### src/logic/status_sets_map.svh
// Purpose: constants for the status register sets
// Assumes: included by bare name
// Notes:   set indices, data mask, sensor bit, preset values
`ifndef STATUS_SETS_MAP_SVH
`define STATUS_SETS_MAP_SVH
`define NUM_SETS        13
`define SET_IDX_W       4
`define SET_DEVICE      4'h0
`define SET_OPERATION   4'h1
`define SET_QUESTION    4'h9
`define DATA_MASK       16'h7fff
`define SENSOR_ERR_BIT  3
`define PRESET_ENA_ONES 15'h7fff
`define PRESET_ENA_ZERO 15'h0000
`define PRESET_RISE     15'h7fff
`define PRESET_FALL     15'h0000
`endif

### src/logic/status_sets_pkg.sv
// Purpose: types for the status register sets
// Assumes: nothing
// Notes:   subcommand selects which register of a set is reached
package status_sets_pkg;
   typedef enum logic [2:0] {
      SUB_EVENT     = 3'b000,
      SUB_CONDITION = 3'b001,
      SUB_ENABLE    = 3'b010,
      SUB_FALL      = 3'b011,
      SUB_RISE      = 3'b100
   } subcmd_t;
   typedef enum logic [1:0] {
      CTL_IDLE = 2'b00,
      CTL_ANSW = 2'b01
   } ctl_state_t;
endpackage

### src/logic/status_set.sv
// Purpose: one status register set: event, enable, two filters, summary
// Assumes: condition input is synchronous to sys_clk
// Notes:   bit 15 of every stored register is held at zero
`timescale 1ns/1ps
`include "status_sets_map.svh"
module status_set (
   input  wire logic        sys_clk,
   input  wire logic        power_on,
   input  wire logic        preset,
   input  wire logic        clear_status,
   input  wire logic [14:0] preset_enable,
   input  wire logic [14:0] condition,
   input  wire logic        wr_enable,
   input  wire logic        wr_fall,
   input  wire logic        wr_rise,
   input  wire logic [14:0] wr_data,
   input  wire logic        event_read,
   output logic      [14:0] event_bits,
   output logic      [14:0] enable_bits,
   output logic      [14:0] fall_bits,
   output logic      [14:0] rise_bits,
   output logic             summary
);
   logic [14:0] cond_prev;
   logic [14:0] hit;

   always_ff @(posedge sys_clk) begin
      cond_prev <= power_on ? 15'h0000 : condition;
   end

   generate
      for (genvar i = 0; i < 15; i++) begin : g_bit
         assign hit[i] = (condition[i] & ~cond_prev[i] & rise_bits[i]) |
                         (~condition[i] & cond_prev[i] & fall_bits[i]);
      end
   endgenerate

   // a transition in the same cycle as the clearing read is kept
   always_ff @(posedge sys_clk) begin
      if (power_on || clear_status)
         event_bits <= 15'h0000;
      else if (event_read)
         event_bits <= hit;
      else
         event_bits <= event_bits | hit;
   end

   always_ff @(posedge sys_clk) begin
      if (power_on || preset) begin
         enable_bits <= preset_enable;
         fall_bits   <= `PRESET_FALL;
         rise_bits   <= `PRESET_RISE;
      end else begin
         if (wr_enable)
            enable_bits <= wr_data;
         if (wr_fall)
            fall_bits <= wr_data;
         if (wr_rise)
            rise_bits <= wr_data;
      end
   end

   always_ff @(posedge sys_clk) begin
      summary <= power_on ? 1'b0 : |(event_bits & enable_bits);
   end

   a_event_latch: assert property (@(posedge sys_clk) disable iff (power_on)
      (!clear_status && hit != 15'h0000) |=> ((event_bits & $past(hit)) == $past(hit)))
      else $error("event bit failed to latch");
endmodule

### src/logic/status_sets.sv
// What this block does
// a condition query returns the selected condition bits, 0..32767, unchanged by the read.
// an event query returns the selected event bits, 0..32767, then clears that register.
// a set addressed with no subcommand is handled as an event query with its clearing.
// an enable write stores the low 15 bits with bit 15 forced to zero.
// a falling_edge_filter write stores the low 15 bits with bit 15 zero.
// a rising_edge_filter write stores the low 15 bits with bit 15 zero.
// enable and filter queries return the stored 15-bit value, 0..32767.
// the host supplies write values in 0..65535, decimal or not.
// filters and enables are preset at power-on and by preset, untouched by reset and clear.
// event registers and the error queue clear on clear-status and power-on only.
// the error queue enable is preset at power-on and by preset only.
// the standard event enable and request enable clear at power-on only.
// the event status and status byte clear on clear-status and power-on only.
// device set bit 3 follows the sensor EEPROM failure, other bits and bit 15 zero.
// preset zeros the operation, questionable and device enables, others ones; rise ones, fall zeros.
// an event bit latches on a filtered rising or falling condition edge.
// each set reports the OR of its event bits ANDed with its enable bits.
//
// Purpose: thirteen status register sets behind a command port
// Assumes: command strobes come from the text-command parser, already rounded
// Notes:   rst_n stands for power-on; device reset command has no effect here
`timescale 1ns/1ps
`include "status_sets_map.svh"
module status_sets
   import status_sets_pkg::*;
(
   input  wire logic                          sys_clk,
   input  wire logic                          rst_n,
   input  wire logic                          cmd_valid,
   input  wire logic                          cmd_write,
   input  wire logic [`SET_IDX_W-1:0]         cmd_set,
   input  wire status_sets_pkg::subcmd_t      cmd_sub,
   input  wire logic [15:0]                   cmd_data,
   input  wire logic                          cmd_preset,
   input  wire logic                          cmd_clear_status,
   input  wire logic                          cmd_reset,
   input  wire logic                          eeprom_failed,
   input  wire logic [`NUM_SETS*15-1:0]       conditions,
   input  wire logic                          queue_push,
   input  wire logic                          queue_enable_wr,
   input  wire logic                          ieee_enable_wr,
   input  wire logic [7:0]                    ieee_enable_data,
   input  wire logic [7:0]                    ieee_event_set,
   output logic                               rsp_valid,
   output logic      [15:0]                   rsp_data,
   output logic      [`NUM_SETS-1:0]          summaries,
   output logic                               queue_enabled,
   output logic                               queue_pending,
   output logic      [7:0]                    ieee_enable,
   output logic      [7:0]                    ieee_event_status
);
   import status_sets_pkg::*;

   logic              power_on;
   logic [14:0]       cond    [`NUM_SETS];
   logic [14:0]       ev      [`NUM_SETS];
   logic [14:0]       ena     [`NUM_SETS];
   logic [14:0]       fall    [`NUM_SETS];
   logic [14:0]       rise    [`NUM_SETS];
   logic [`NUM_SETS-1:0] summ;
   logic [15:0]       next_rsp;
   logic              sel_ok;
   logic              ev_read_any;
   ctl_state_t        state;

   assign power_on = ~rst_n;
   assign sel_ok   = cmd_set < `SET_IDX_W'(`NUM_SETS);
   // an unrecognised subcommand falls back to the event query
   assign ev_read_any = cmd_valid & ~cmd_write & sel_ok & (cmd_sub != SUB_CONDITION) &
                        (cmd_sub != SUB_ENABLE) & (cmd_sub != SUB_FALL) &
                        (cmd_sub != SUB_RISE);

   generate
      for (genvar s = 0; s < `NUM_SETS; s++) begin : g_set
         logic [14:0] pre_ena;
         logic        hit_sel;
         assign hit_sel = cmd_valid & (cmd_set == `SET_IDX_W'(s));
         assign pre_ena = (s == `SET_DEVICE || s == `SET_OPERATION || s == `SET_QUESTION)
                          ? `PRESET_ENA_ZERO : `PRESET_ENA_ONES;
         if (s == `SET_DEVICE) begin : g_dev
            // only the sensor error bit is live; the rest read zero
            always_comb begin
               cond[s] = 15'h0000;
               cond[s][`SENSOR_ERR_BIT] = eeprom_failed;
            end
         end else begin : g_gen
            assign cond[s] = conditions[s*15 +: 15];
         end
         status_set u_set (
            .sys_clk       (sys_clk),
            .power_on      (power_on),
            .preset        (cmd_preset),
            .clear_status  (cmd_clear_status),
            .preset_enable (pre_ena),
            .condition     (cond[s]),
            .wr_enable     (hit_sel & cmd_write & (cmd_sub == SUB_ENABLE)),
            .wr_fall       (hit_sel & cmd_write & (cmd_sub == SUB_FALL)),
            .wr_rise       (hit_sel & cmd_write & (cmd_sub == SUB_RISE)),
            .wr_data       (cmd_data[14:0]),
            .event_read    (hit_sel & ev_read_any),
            .event_bits    (ev[s]),
            .enable_bits   (ena[s]),
            .fall_bits     (fall[s]),
            .rise_bits     (rise[s]),
            .summary       (summ[s])
         );
      end
   endgenerate

   // bit 15 of the write data is dropped, the host range is wider than storage
   always_comb begin
      next_rsp = 16'h0000;
      if (sel_ok) begin
         case (cmd_sub)
            SUB_CONDITION: next_rsp = {1'b0, cond[cmd_set]};
            SUB_ENABLE:    next_rsp = {1'b0, ena[cmd_set]};
            SUB_FALL:      next_rsp = {1'b0, fall[cmd_set]};
            SUB_RISE:      next_rsp = {1'b0, rise[cmd_set]};
            default:       next_rsp = {1'b0, ev[cmd_set]};
         endcase
      end
   end

   always_ff @(posedge sys_clk) begin
      if (!rst_n) begin
         state     <= CTL_IDLE;
         rsp_valid <= 1'b0;
         rsp_data  <= 16'h0000;
      end else begin
         case (state)
            CTL_IDLE: begin
               rsp_valid <= cmd_valid & ~cmd_write;
               rsp_data  <= next_rsp & `DATA_MASK;
               if (cmd_valid && !cmd_write)
                  state <= CTL_ANSW;
            end
            CTL_ANSW: begin
               rsp_valid <= cmd_valid & ~cmd_write;
               rsp_data  <= next_rsp & `DATA_MASK;
               if (!(cmd_valid && !cmd_write))
                  state <= CTL_IDLE;
            end
            default: state <= CTL_IDLE;
         endcase
      end
   end

   always_ff @(posedge sys_clk) begin
      summaries <= rst_n ? summ : '0;
   end

   // error queue: clear-status empties it, preset re-enables it
   always_ff @(posedge sys_clk) begin
      if (!rst_n || cmd_clear_status)
         queue_pending <= 1'b0;
      else if (queue_push && queue_enabled)
         queue_pending <= 1'b1;
   end

   always_ff @(posedge sys_clk) begin
      if (!rst_n || cmd_preset)
         queue_enabled <= 1'b1;
      else if (queue_enable_wr)
         queue_enabled <= cmd_data[0];
   end

   always_ff @(posedge sys_clk) begin
      if (!rst_n)
         ieee_enable <= 8'h00;
      else if (ieee_enable_wr)
         ieee_enable <= ieee_enable_data;
   end

   always_ff @(posedge sys_clk) begin
      if (!rst_n || cmd_clear_status)
         ieee_event_status <= 8'h00;
      else
         ieee_event_status <= ieee_event_status | ieee_event_set;
   end

   a_cond_answer: assert property (@(posedge sys_clk) disable iff (!rst_n)
      (cmd_valid && !cmd_write && sel_ok && cmd_sub == SUB_CONDITION)
      |=> (rsp_valid && rsp_data == {1'b0, $past(cond[cmd_set])}))
      else $error("condition answer wrong");
   a_event_clears: assert property (@(posedge sys_clk) disable iff (!rst_n)
      (ev_read_any && cmd_set == `SET_DEVICE && !eeprom_failed && !$past(eeprom_failed))
      |=> (ev[`SET_DEVICE] == 15'h0000))
      else $error("event register not cleared by read");
   a_device_bits: assert property (@(posedge sys_clk) disable iff (!rst_n)
      (cond[`SET_DEVICE] == {11'h000, eeprom_failed, 3'b000}))
      else $error("device condition bits wrong");
   a_answer_bit15: assert property (@(posedge sys_clk) disable iff (!rst_n)
      rsp_valid |-> !rsp_data[15])
      else $error("answer bit 15 set");
   a_preset_ena: assert property (@(posedge sys_clk) disable iff (!rst_n)
      cmd_preset |=> (ena[`SET_OPERATION] == 15'h0000 && ena[2] == 15'h7fff
                      && rise[2] == 15'h7fff && fall[2] == 15'h0000))
      else $error("preset values wrong");
   a_enable_write: assert property (@(posedge sys_clk) disable iff (!rst_n)
      (cmd_valid && cmd_write && cmd_sub == SUB_ENABLE && cmd_set == 4'h2 && !cmd_preset)
      |=> (ena[2] == $past(cmd_data[14:0])))
      else $error("enable write not stored");
   a_clear_keeps: assert property (@(posedge sys_clk) disable iff (!rst_n)
      (cmd_clear_status && !cmd_preset && !(cmd_valid && cmd_write)) |=> $stable(rise[2]))
      else $error("clear-status altered a filter");
   a_esr_clear: assert property (@(posedge sys_clk) disable iff (!rst_n)
      cmd_clear_status |=> (ieee_event_status == 8'h00 && !queue_pending))
      else $error("clear-status did not clear");
   a_ese_keep: assert property (@(posedge sys_clk) disable iff (!rst_n)
      (!ieee_enable_wr && (cmd_clear_status || cmd_preset)) |=> $stable(ieee_enable))
      else $error("enable changed by clear or preset");
   a_fall_write: assert property (@(posedge sys_clk) disable iff (!rst_n)
      (cmd_valid && cmd_write && cmd_sub == SUB_FALL && cmd_set == 4'h2 && !cmd_preset)
      |=> (fall[2] == $past(cmd_data[14:0])))
      else $error("falling filter write not stored");
   a_rise_write: assert property (@(posedge sys_clk) disable iff (!rst_n)
      (cmd_valid && cmd_write && cmd_sub == SUB_RISE && cmd_set == 4'h2 && !cmd_preset)
      |=> (rise[2] == $past(cmd_data[14:0])))
      else $error("rising filter write not stored");
   a_event_answer: assert property (@(posedge sys_clk) disable iff (!rst_n)
      ev_read_any
      |=> (rsp_valid && rsp_data == {1'b0, $past(ev[cmd_set])}))
      else $error("event answer wrong");
   a_queue_keep: assert property (@(posedge sys_clk) disable iff (!rst_n)
      (!cmd_preset && !queue_enable_wr && (cmd_clear_status || cmd_reset))
      |=> $stable(queue_enabled))
      else $error("queue enable changed by clear or reset");
endmodule

### config.mk
export PLATFORM = sky130hd
export DESIGN_NAME = status_sets
export DESIGN_NICKNAME = d
export VERILOG_FILES = /design/src/logic/status_sets_pkg.sv /design/src/logic/status_set.sv /design/src/logic/status_sets.sv
export VERILOG_INCLUDE_DIRS = /design/src /design/src/logic
export SDC_FILE = /design/constraint.sdc
export NUM_CORES = 2
export LEC_CHECK = 0
export ABC_AREA = 1
export BUFFER_PORTS_ARGS = -buffer_cell sky130_fd_sc_hd__buf_2
export CAP_MARGIN = 20
export CORE_UTILIZATION = 60
export CTS_CLUSTER_SIZE = 40
export DETAILED_ROUTE_END_ITERATION = 10
export GPL_TIMING_DRIVEN = 0
export PLACE_DENSITY_LB_ADDON = 0.12
export REMOVE_ABC_BUFFERS = 1
export SLEW_MARGIN = 20
export SYNTH_ARGS = -nofsm -noshare
export SYNTH_HDL_FRONTEND = slang
export SYNTH_SLANG_ARGS = --single-unit
### constraint.sdc
create_clock -name sys_clk -period 4.6 [get_ports sys_clk]
set_input_delay 0.69 -clock sys_clk [delete_from_list [all_inputs] [get_ports sys_clk]]
set_output_delay 0.69 -clock sys_clk [all_outputs]
set_load 0.01 [all_outputs]
== Word-level counts from Yosys, hierarchy flattened ==
Cells that the tools add are included.

* Register bits: 1023
* Word-level logic and storage cells: 1550
* Output and inout bits: 48
* Input bits: 245

* Equal/unequal tests: 23
* Mux-type cells: 33
* Order comparisons: 2
* Bitwise gates (word level): 1381
* Reduce and logical (&&, ||, !) cells: 25

{| class="wikitable"
|+ Operator list
! operator !! number
|-
| 1-bit bitwise AND || 808
|-
| 1-bit NOT || 364
|-
| 15-bit two-way mux || 24
|-
| 15-bit binary-select mux with 4-bit select || 5
|-
| 15-bit bitwise AND || 13
|-
| 15-bit OR reduction || 13
|-
| 1-bit bitwise OR || 181
|-
| 15-bit bitwise OR || 12
|-
| 15-bit one-hot mux with 4 select lines || 1
|-
| 4-bit == test, second input constant || 5
|-
| 4-bit by 3-bit == test with 1-bit output, second input constant || 4
|-
| 15-bit by 4-bit bitwise OR with 15-bit output || 1
|-
| 4-bit by 2-bit == test with 1-bit output, second input constant || 2
|-
| 8-bit bitwise OR || 1
|-
| 3-bit by 2-bit == test with 1-bit output, second input constant || 2
|-
| 3-bit by 2-bit inequality test with 1-bit output, second input constant || 2
|-
| 5-bit >= comparator, second input constant || 1
|-
| 4-bit NOT with 5-bit output || 1
|-
| 4-bit by 1-bit == test with 1-bit output, second input constant || 1
|-
| 4-bit logical NOT || 1
|-
| 1-bit logical OR || 4
|-
| 4-bit < comparator, second input constant || 1
|-
| 2-bit two-way mux || 2
|-
| 2-bit inequality test, second input constant || 2
|-
| other kinds (11) || 13
|}

== Logic depth before layout (Yosys ltp) ==
* Depth in word-level cells: 9
* Mapped depth: 15
* Depth with buffers taken out: 11

== Cells and area by module ==
From an unflattened synthesis, not the netlist that was laid out.

* Cells, all modules: 7591
* Area, all modules: 51489.4 um^2

{| class="wikitable"
|+ Modules (own cells, without submodules)
! module !! cells each !! area an instance (um^2) !! times used !! seq. area each (um^2)
|-
| status_set || 385 || 3098.0 || 13 || 1671.6
|-
| status_sets || 2586 || 11215.8 || 1 || 940.9
|}

== Worst setup path after synthesis ==
OpenSTA, ideal clock, no wires.

* Kind: in2reg
* From: in cmd_set[1]
* To: reg g_set[5].u_set.rise_bits[10]
* Setup slack: 2.439 ns
* Cell stages on the path: 10
* Arrival: 2.023 ns
* Required time: 4.462 ns
* Library setup time: 0.138 ns
* Path buffers: 4
* Path through: buf_2 -> buf_2 -> nor2_4 -> nand2_2 -> nor2_4 -> nand2_2 -> nor2_1 -> buf_2 -> buf_4 -> o211ai_1

* Cells in the longest elaborated chain, start to end: 4

{| class="wikitable"
|+ Ends and longest elaborated chain
! item !! line !! source
|-
| start, declared || status_sets.sv:32 || <nowiki>input wire logic [`SET_IDX_W-1:0] cmd_set,</nowiki>
|-
| 4-bit by 3-bit == test with 1-bit output || status_sets.sv:78 || <nowiki>assign hit_sel = cmd_valid & (cmd_set == `SET_IDX_W'(s));</nowiki>
|-
| 1-bit bitwise AND || status_sets.sv:78 ||
|-
| 1-bit bitwise AND (2 in series) || status_sets.sv:99 || <nowiki>.wr_rise (hit_sel & cmd_write & (cmd_sub == SUB_RISE)),</nowiki>
|-
| end signal, assigned || status_set.sv:52 || <nowiki>rise_bits <= `PRESET_RISE;</nowiki>
|-
| end signal, assigned || status_set.sv:59 || <nowiki>rise_bits <= wr_data;</nowiki>
|-
| end, declared || status_set.sv:21 || <nowiki>output logic [14:0] rise_bits,</nowiki>
|}

Every way passes these cells.
A chain may end at the register's enable or synchronous reset.

== Final worst setup path ==
* From: in cmd_set[1]
* To: reg g_set[3].u_set.enable_bits[4]

* Cells in the longest elaborated chain, start to end: 4

{| class="wikitable"
|+ Ends and longest elaborated chain
! item !! line !! source
|-
| 4-bit by 2-bit == test with 1-bit output || status_sets.sv:78 ||
|-
| 1-bit bitwise AND || status_sets.sv:78 ||
|-
| 1-bit bitwise AND (2 in series) || status_sets.sv:97 || <nowiki>.wr_enable (hit_sel & cmd_write & (cmd_sub == SUB_ENABLE)),</nowiki>
|-
| end signal, assigned || status_set.sv:50 || <nowiki>enable_bits <= preset_enable;</nowiki>
|-
| end signal, assigned || status_set.sv:55 || <nowiki>enable_bits <= wr_data;</nowiki>
|-
| end, declared || status_set.sv:19 || <nowiki>output logic [14:0] enable_bits,</nowiki>
|}

Every way passes these cells.

==> out/metrics.csv <==
stage,metric,value,unit
global_routing,met1 usage,0.571,
clocking,clock latency on the worst-skew pair,0.67,ns
placed_design,dpl ws,-0.536,ns
timing,worst-margin pin slew,1.23,ns
floorplan,Die Y-Extent,280,µm
global_routing,global-route total usage across every layer,0.440,
run_status,status,finished clean,
route,Post-DRT Antenna Nets,0,
synthesis,Netlist cell types,31,
clocking,postcts setup bufs,0,
timing,fin worst setup slack,0.189,ns
floorplan,area of the core,0.0761,mm²
timing,f_max,227,MHz
clocking,clock root buffer master,clkbuf_16,
job,max cap viols,0,
timing,crit share post-route,0.959,
global_routing,routing usage on met3,0.122,
route,DRC,0,
setup_path,family with the most delay on the worst path,simple AND/OR/NAND/NOR gates,
global_routing,largest net degree at the start of global routing,123,
timing,Clock Skews,0.0234,ns
setup_path,Worst Path Buf+Inv,4,
setup_path,Worst EP arrival,4.96,ns
clocking,post-CTS sizing,0,
route,starting DRC count in detailed routing,6636,
floorplan,Die ar.,0.0781,mm²
timing,Slew headroom,0.180,
clocking,clock slew at reported path FFs,0.06,ns
clocking,Clock Sinks,1007,
route,drt first pass iters,7,
timing,crit path time final,4.41,ns
layout,Final Core Density,0.685,
clocking,hold buffer count at cts,0,
min_path,Hold Crit Class,in -> reg,
power,final total power,19.3,mW
timing,pins over their slew limit,0,
placed_design,Buffers on Ports,274,
power,leakage power,25.6,nW
route,total number of vias,47600,
setup_path,CP cell instances,buf_8 -> nand2_4 -> inv_4 -> buf_12 -> nand2_1 -> nor2_1 -> nand2_1 -> nor2_2 -> inv_1 -> nand2_1 -> nand3_1,
timing,"Hold Violations, Final",0,
global_routing,Top Usage Layer GRT,met2,
power,cell area power density,371,mW/mm²
timing,Fin Setup TNS,0,ns
global_routing,first-pass GRT wire length,259,mm
setup_path,crit-path max FO,51,
floorplan,Die W,280,µm
synthesis,"Seq/Total Area, Yosys",0.436,
placed_design,DP HPWL,118,mm
clocking,clock tree from TritonCTS,done,
floorplan,number of core rows,101,
placed_design,GP Congestion,0.994,
route,Routed WL,177,mm
power,Peak VDD IR,0.329,mV
layout,Final #Nets,7208,
synthesis,Post-Syn Area,0.0462,mm²
timing,Final setup viols,0,
setup_path,Slowest cell on crit path,inv_4,
route,Via density,5.89,
setup_path,CP most frequent cell,nand2_1,
setup_path,Slowest Stage Delay on Critical Path,0.73,ns
global_routing,total congestion overflow,0,
synthesis,Mean Syn Cell Area,6.63,µm²
timing,RSZ-0062 raised after global routing,false,
clocking,CTS Buf Count,103,
layout,Synth-to-Final Area Change,12.8,%
clocking,H-tree levels,3,
clocking,worst-case clock buffer depth,3,
timing,Hold WS,0.210,ns
layout,Fillers,6826,
setup_path,Crit Path Category,in -> reg,
global_routing,vias in the first global route,42600,
setup_path,"Req. time, crit path",5.15,ns
setup_path,Setup crit start kind,input port,
floorplan,starting density of the core,0.607,
global_routing,initial antenna violation count,16,
synthesis,"FF+latch count, synth",1007,
route,WL/cell,21.9,µm
floorplan,# IOs,293,
synthesis,synth warn,0,
setup_path,Crit. End Element,flop,
global_routing,M2 GR Usage,0.642,
layout,share of layout cells above drive strength 1,0.0832,
synthesis,Post-Synthesis Cells,6971,
## area by class of cell
| class | instances | area (µm²) | area share |
|---|---|---|---|
| multi-input cells | 4707 | 21300 | 0.409 |
| diodes | 9 | 22.5 | 0.000432 |
| flip-flops and latches | 1007 | 20200 | 0.387 |
| inverters | 802 | 3030 | 0.0582 |
| well taps | 1030 | 1290 | 0.0247 |
| repair buffers | 342 | 3030 | 0.0580 |
| clock buffers | 149 | 3000 | 0.0576 |
| clock inverters | 27 | 269 | 0.00516 |
## worst paths after layout
path / startpoint / end / slack [ns] / cells past startpoint
worst min-delay path: conditions[77] / g_set[5].u_set.cond_prev[2] / 0.21 / 3
worst max-delay path: cmd_set[1] / g_set[3].u_set.enable_bits[4] / 0.19 / 11
worst max register to register: g_set[4].u_set.rise_bits[0] / rsp_data[0] / 2.38 / 10
worst min register to register: g_set[8].u_set.summary / summaries[8] / 0.40 / 2
## placed cells by master (no fill, tap or decap), types with 2 or more instances in the layout
cell type / instances
a31oi_1: 181
nor2_2: 12
buf_8: 5
nand3_1: 204
nand2_2: 14
clkinv_2: 19
diode_2: 9
nand4_1: 20
nor3_1: 181
clkinvlp_4: 2
nand2_4: 2
clkbuf_8: 21
nand2_1: 2587
nand3_2: 11
nor3_4: 2
inv_2: 16
nor2_1: 313
a21oi_1: 429
bufinv_16: 5
nor2_4: 28
buf_2: 271
inv_1: 783
clkbuf_1: 23
a41oi_1: 12
o21ai_0: 410
o21ai_1: 8
dfxtp_1: 1007
o211ai_1: 193
clkbuf_16: 105
buf_16: 38
buf_12: 27
a221oi_1: 36
a22oi_1: 51
a22o_1: 9
## per-stage QoR
stage / cell area, µm² / instances
2_1_floorplan: 44300 / 6516
3_3_place_gp: 46900 / 7820
5_1_grt: 52100 / 8068
6_report: 52100 / 8073
3_5_place_dp: 48800 / 7888
4_1_cts: 52100 / 8064
## power breakdown
part | internal, mW | leakage, nW | switching [mW]
registers | 8.92 | 8.21 | 0.132
logic | 0.567 | 15.8 | 1.40
clock network | 4.77 | 1.62 | 3.56
## worst min-delay path: stages
cell and delay [ns]:
buf_2 0.08, nand2_1 0.04, inv_1 0.04
## flip-flops by register name, indices dropped and copies added (netlist names)
register,count
summaries,13
queue_pending,1
queue_enabled,1
rsp_valid,1
g_set.u_set.rise_bits,195
g_set.u_set.enable_bits,195
ieee_event_status,8
g_set.u_set.event_bits,181
g_set.u_set.cond_prev,181
ieee_enable,8
rsp_data,15
g_set.u_set.fall_bits,195
g_set.u_set.summary,13
## cell usage after synthesis, drive strengths merged
master / instances / area share
o21ai: 418 / 0.045
conb: 1 / 0.000081
a22oi: 51 / 0.0083
inv: 802 / 0.065
clkbuf: 271 / 0.022
o2111ai: 1 / 0.00019
or2: 1 / 0.00014
nand3: 215 / 0.023
a41oi: 12 / 0.0023
a21oi: 429 / 0.046
nand2: 2603 / 0.21
nor4: 1 / 0.00027
nor3: 183 / 0.020
a31oi: 181 / 0.025
buf: 184 / 0.020
dfxtp: 1007 / 0.44
nand4: 20 / 0.0027
a22o: 9 / 0.0017
a221oi: 36 / 0.0068
nor2: 353 / 0.031
o211ai: 193 / 0.031
## kinds of logic (layout without fill, tap and decap cells)
family | after synthesis | count (layout) | synth area share
AOI/OAI and AO/OA | 1330 | 1330 | 0.167
buffers and inverters | 1257 | 1320 | 0.107
DFF | 1007 | 1007 | 0.436
other | 1 | 10 | 0.0000811
and+or+nand+nor | 3376 | 3376 | 0.290
## metal layers
layer	wire, µm	vias up
met1	67100	21700
li1	-	22200
met4	12500	14
met2	73000	3082
met5	109	-
met3	24100	632
Note: power is estimated with default switching activity, not from simulation.
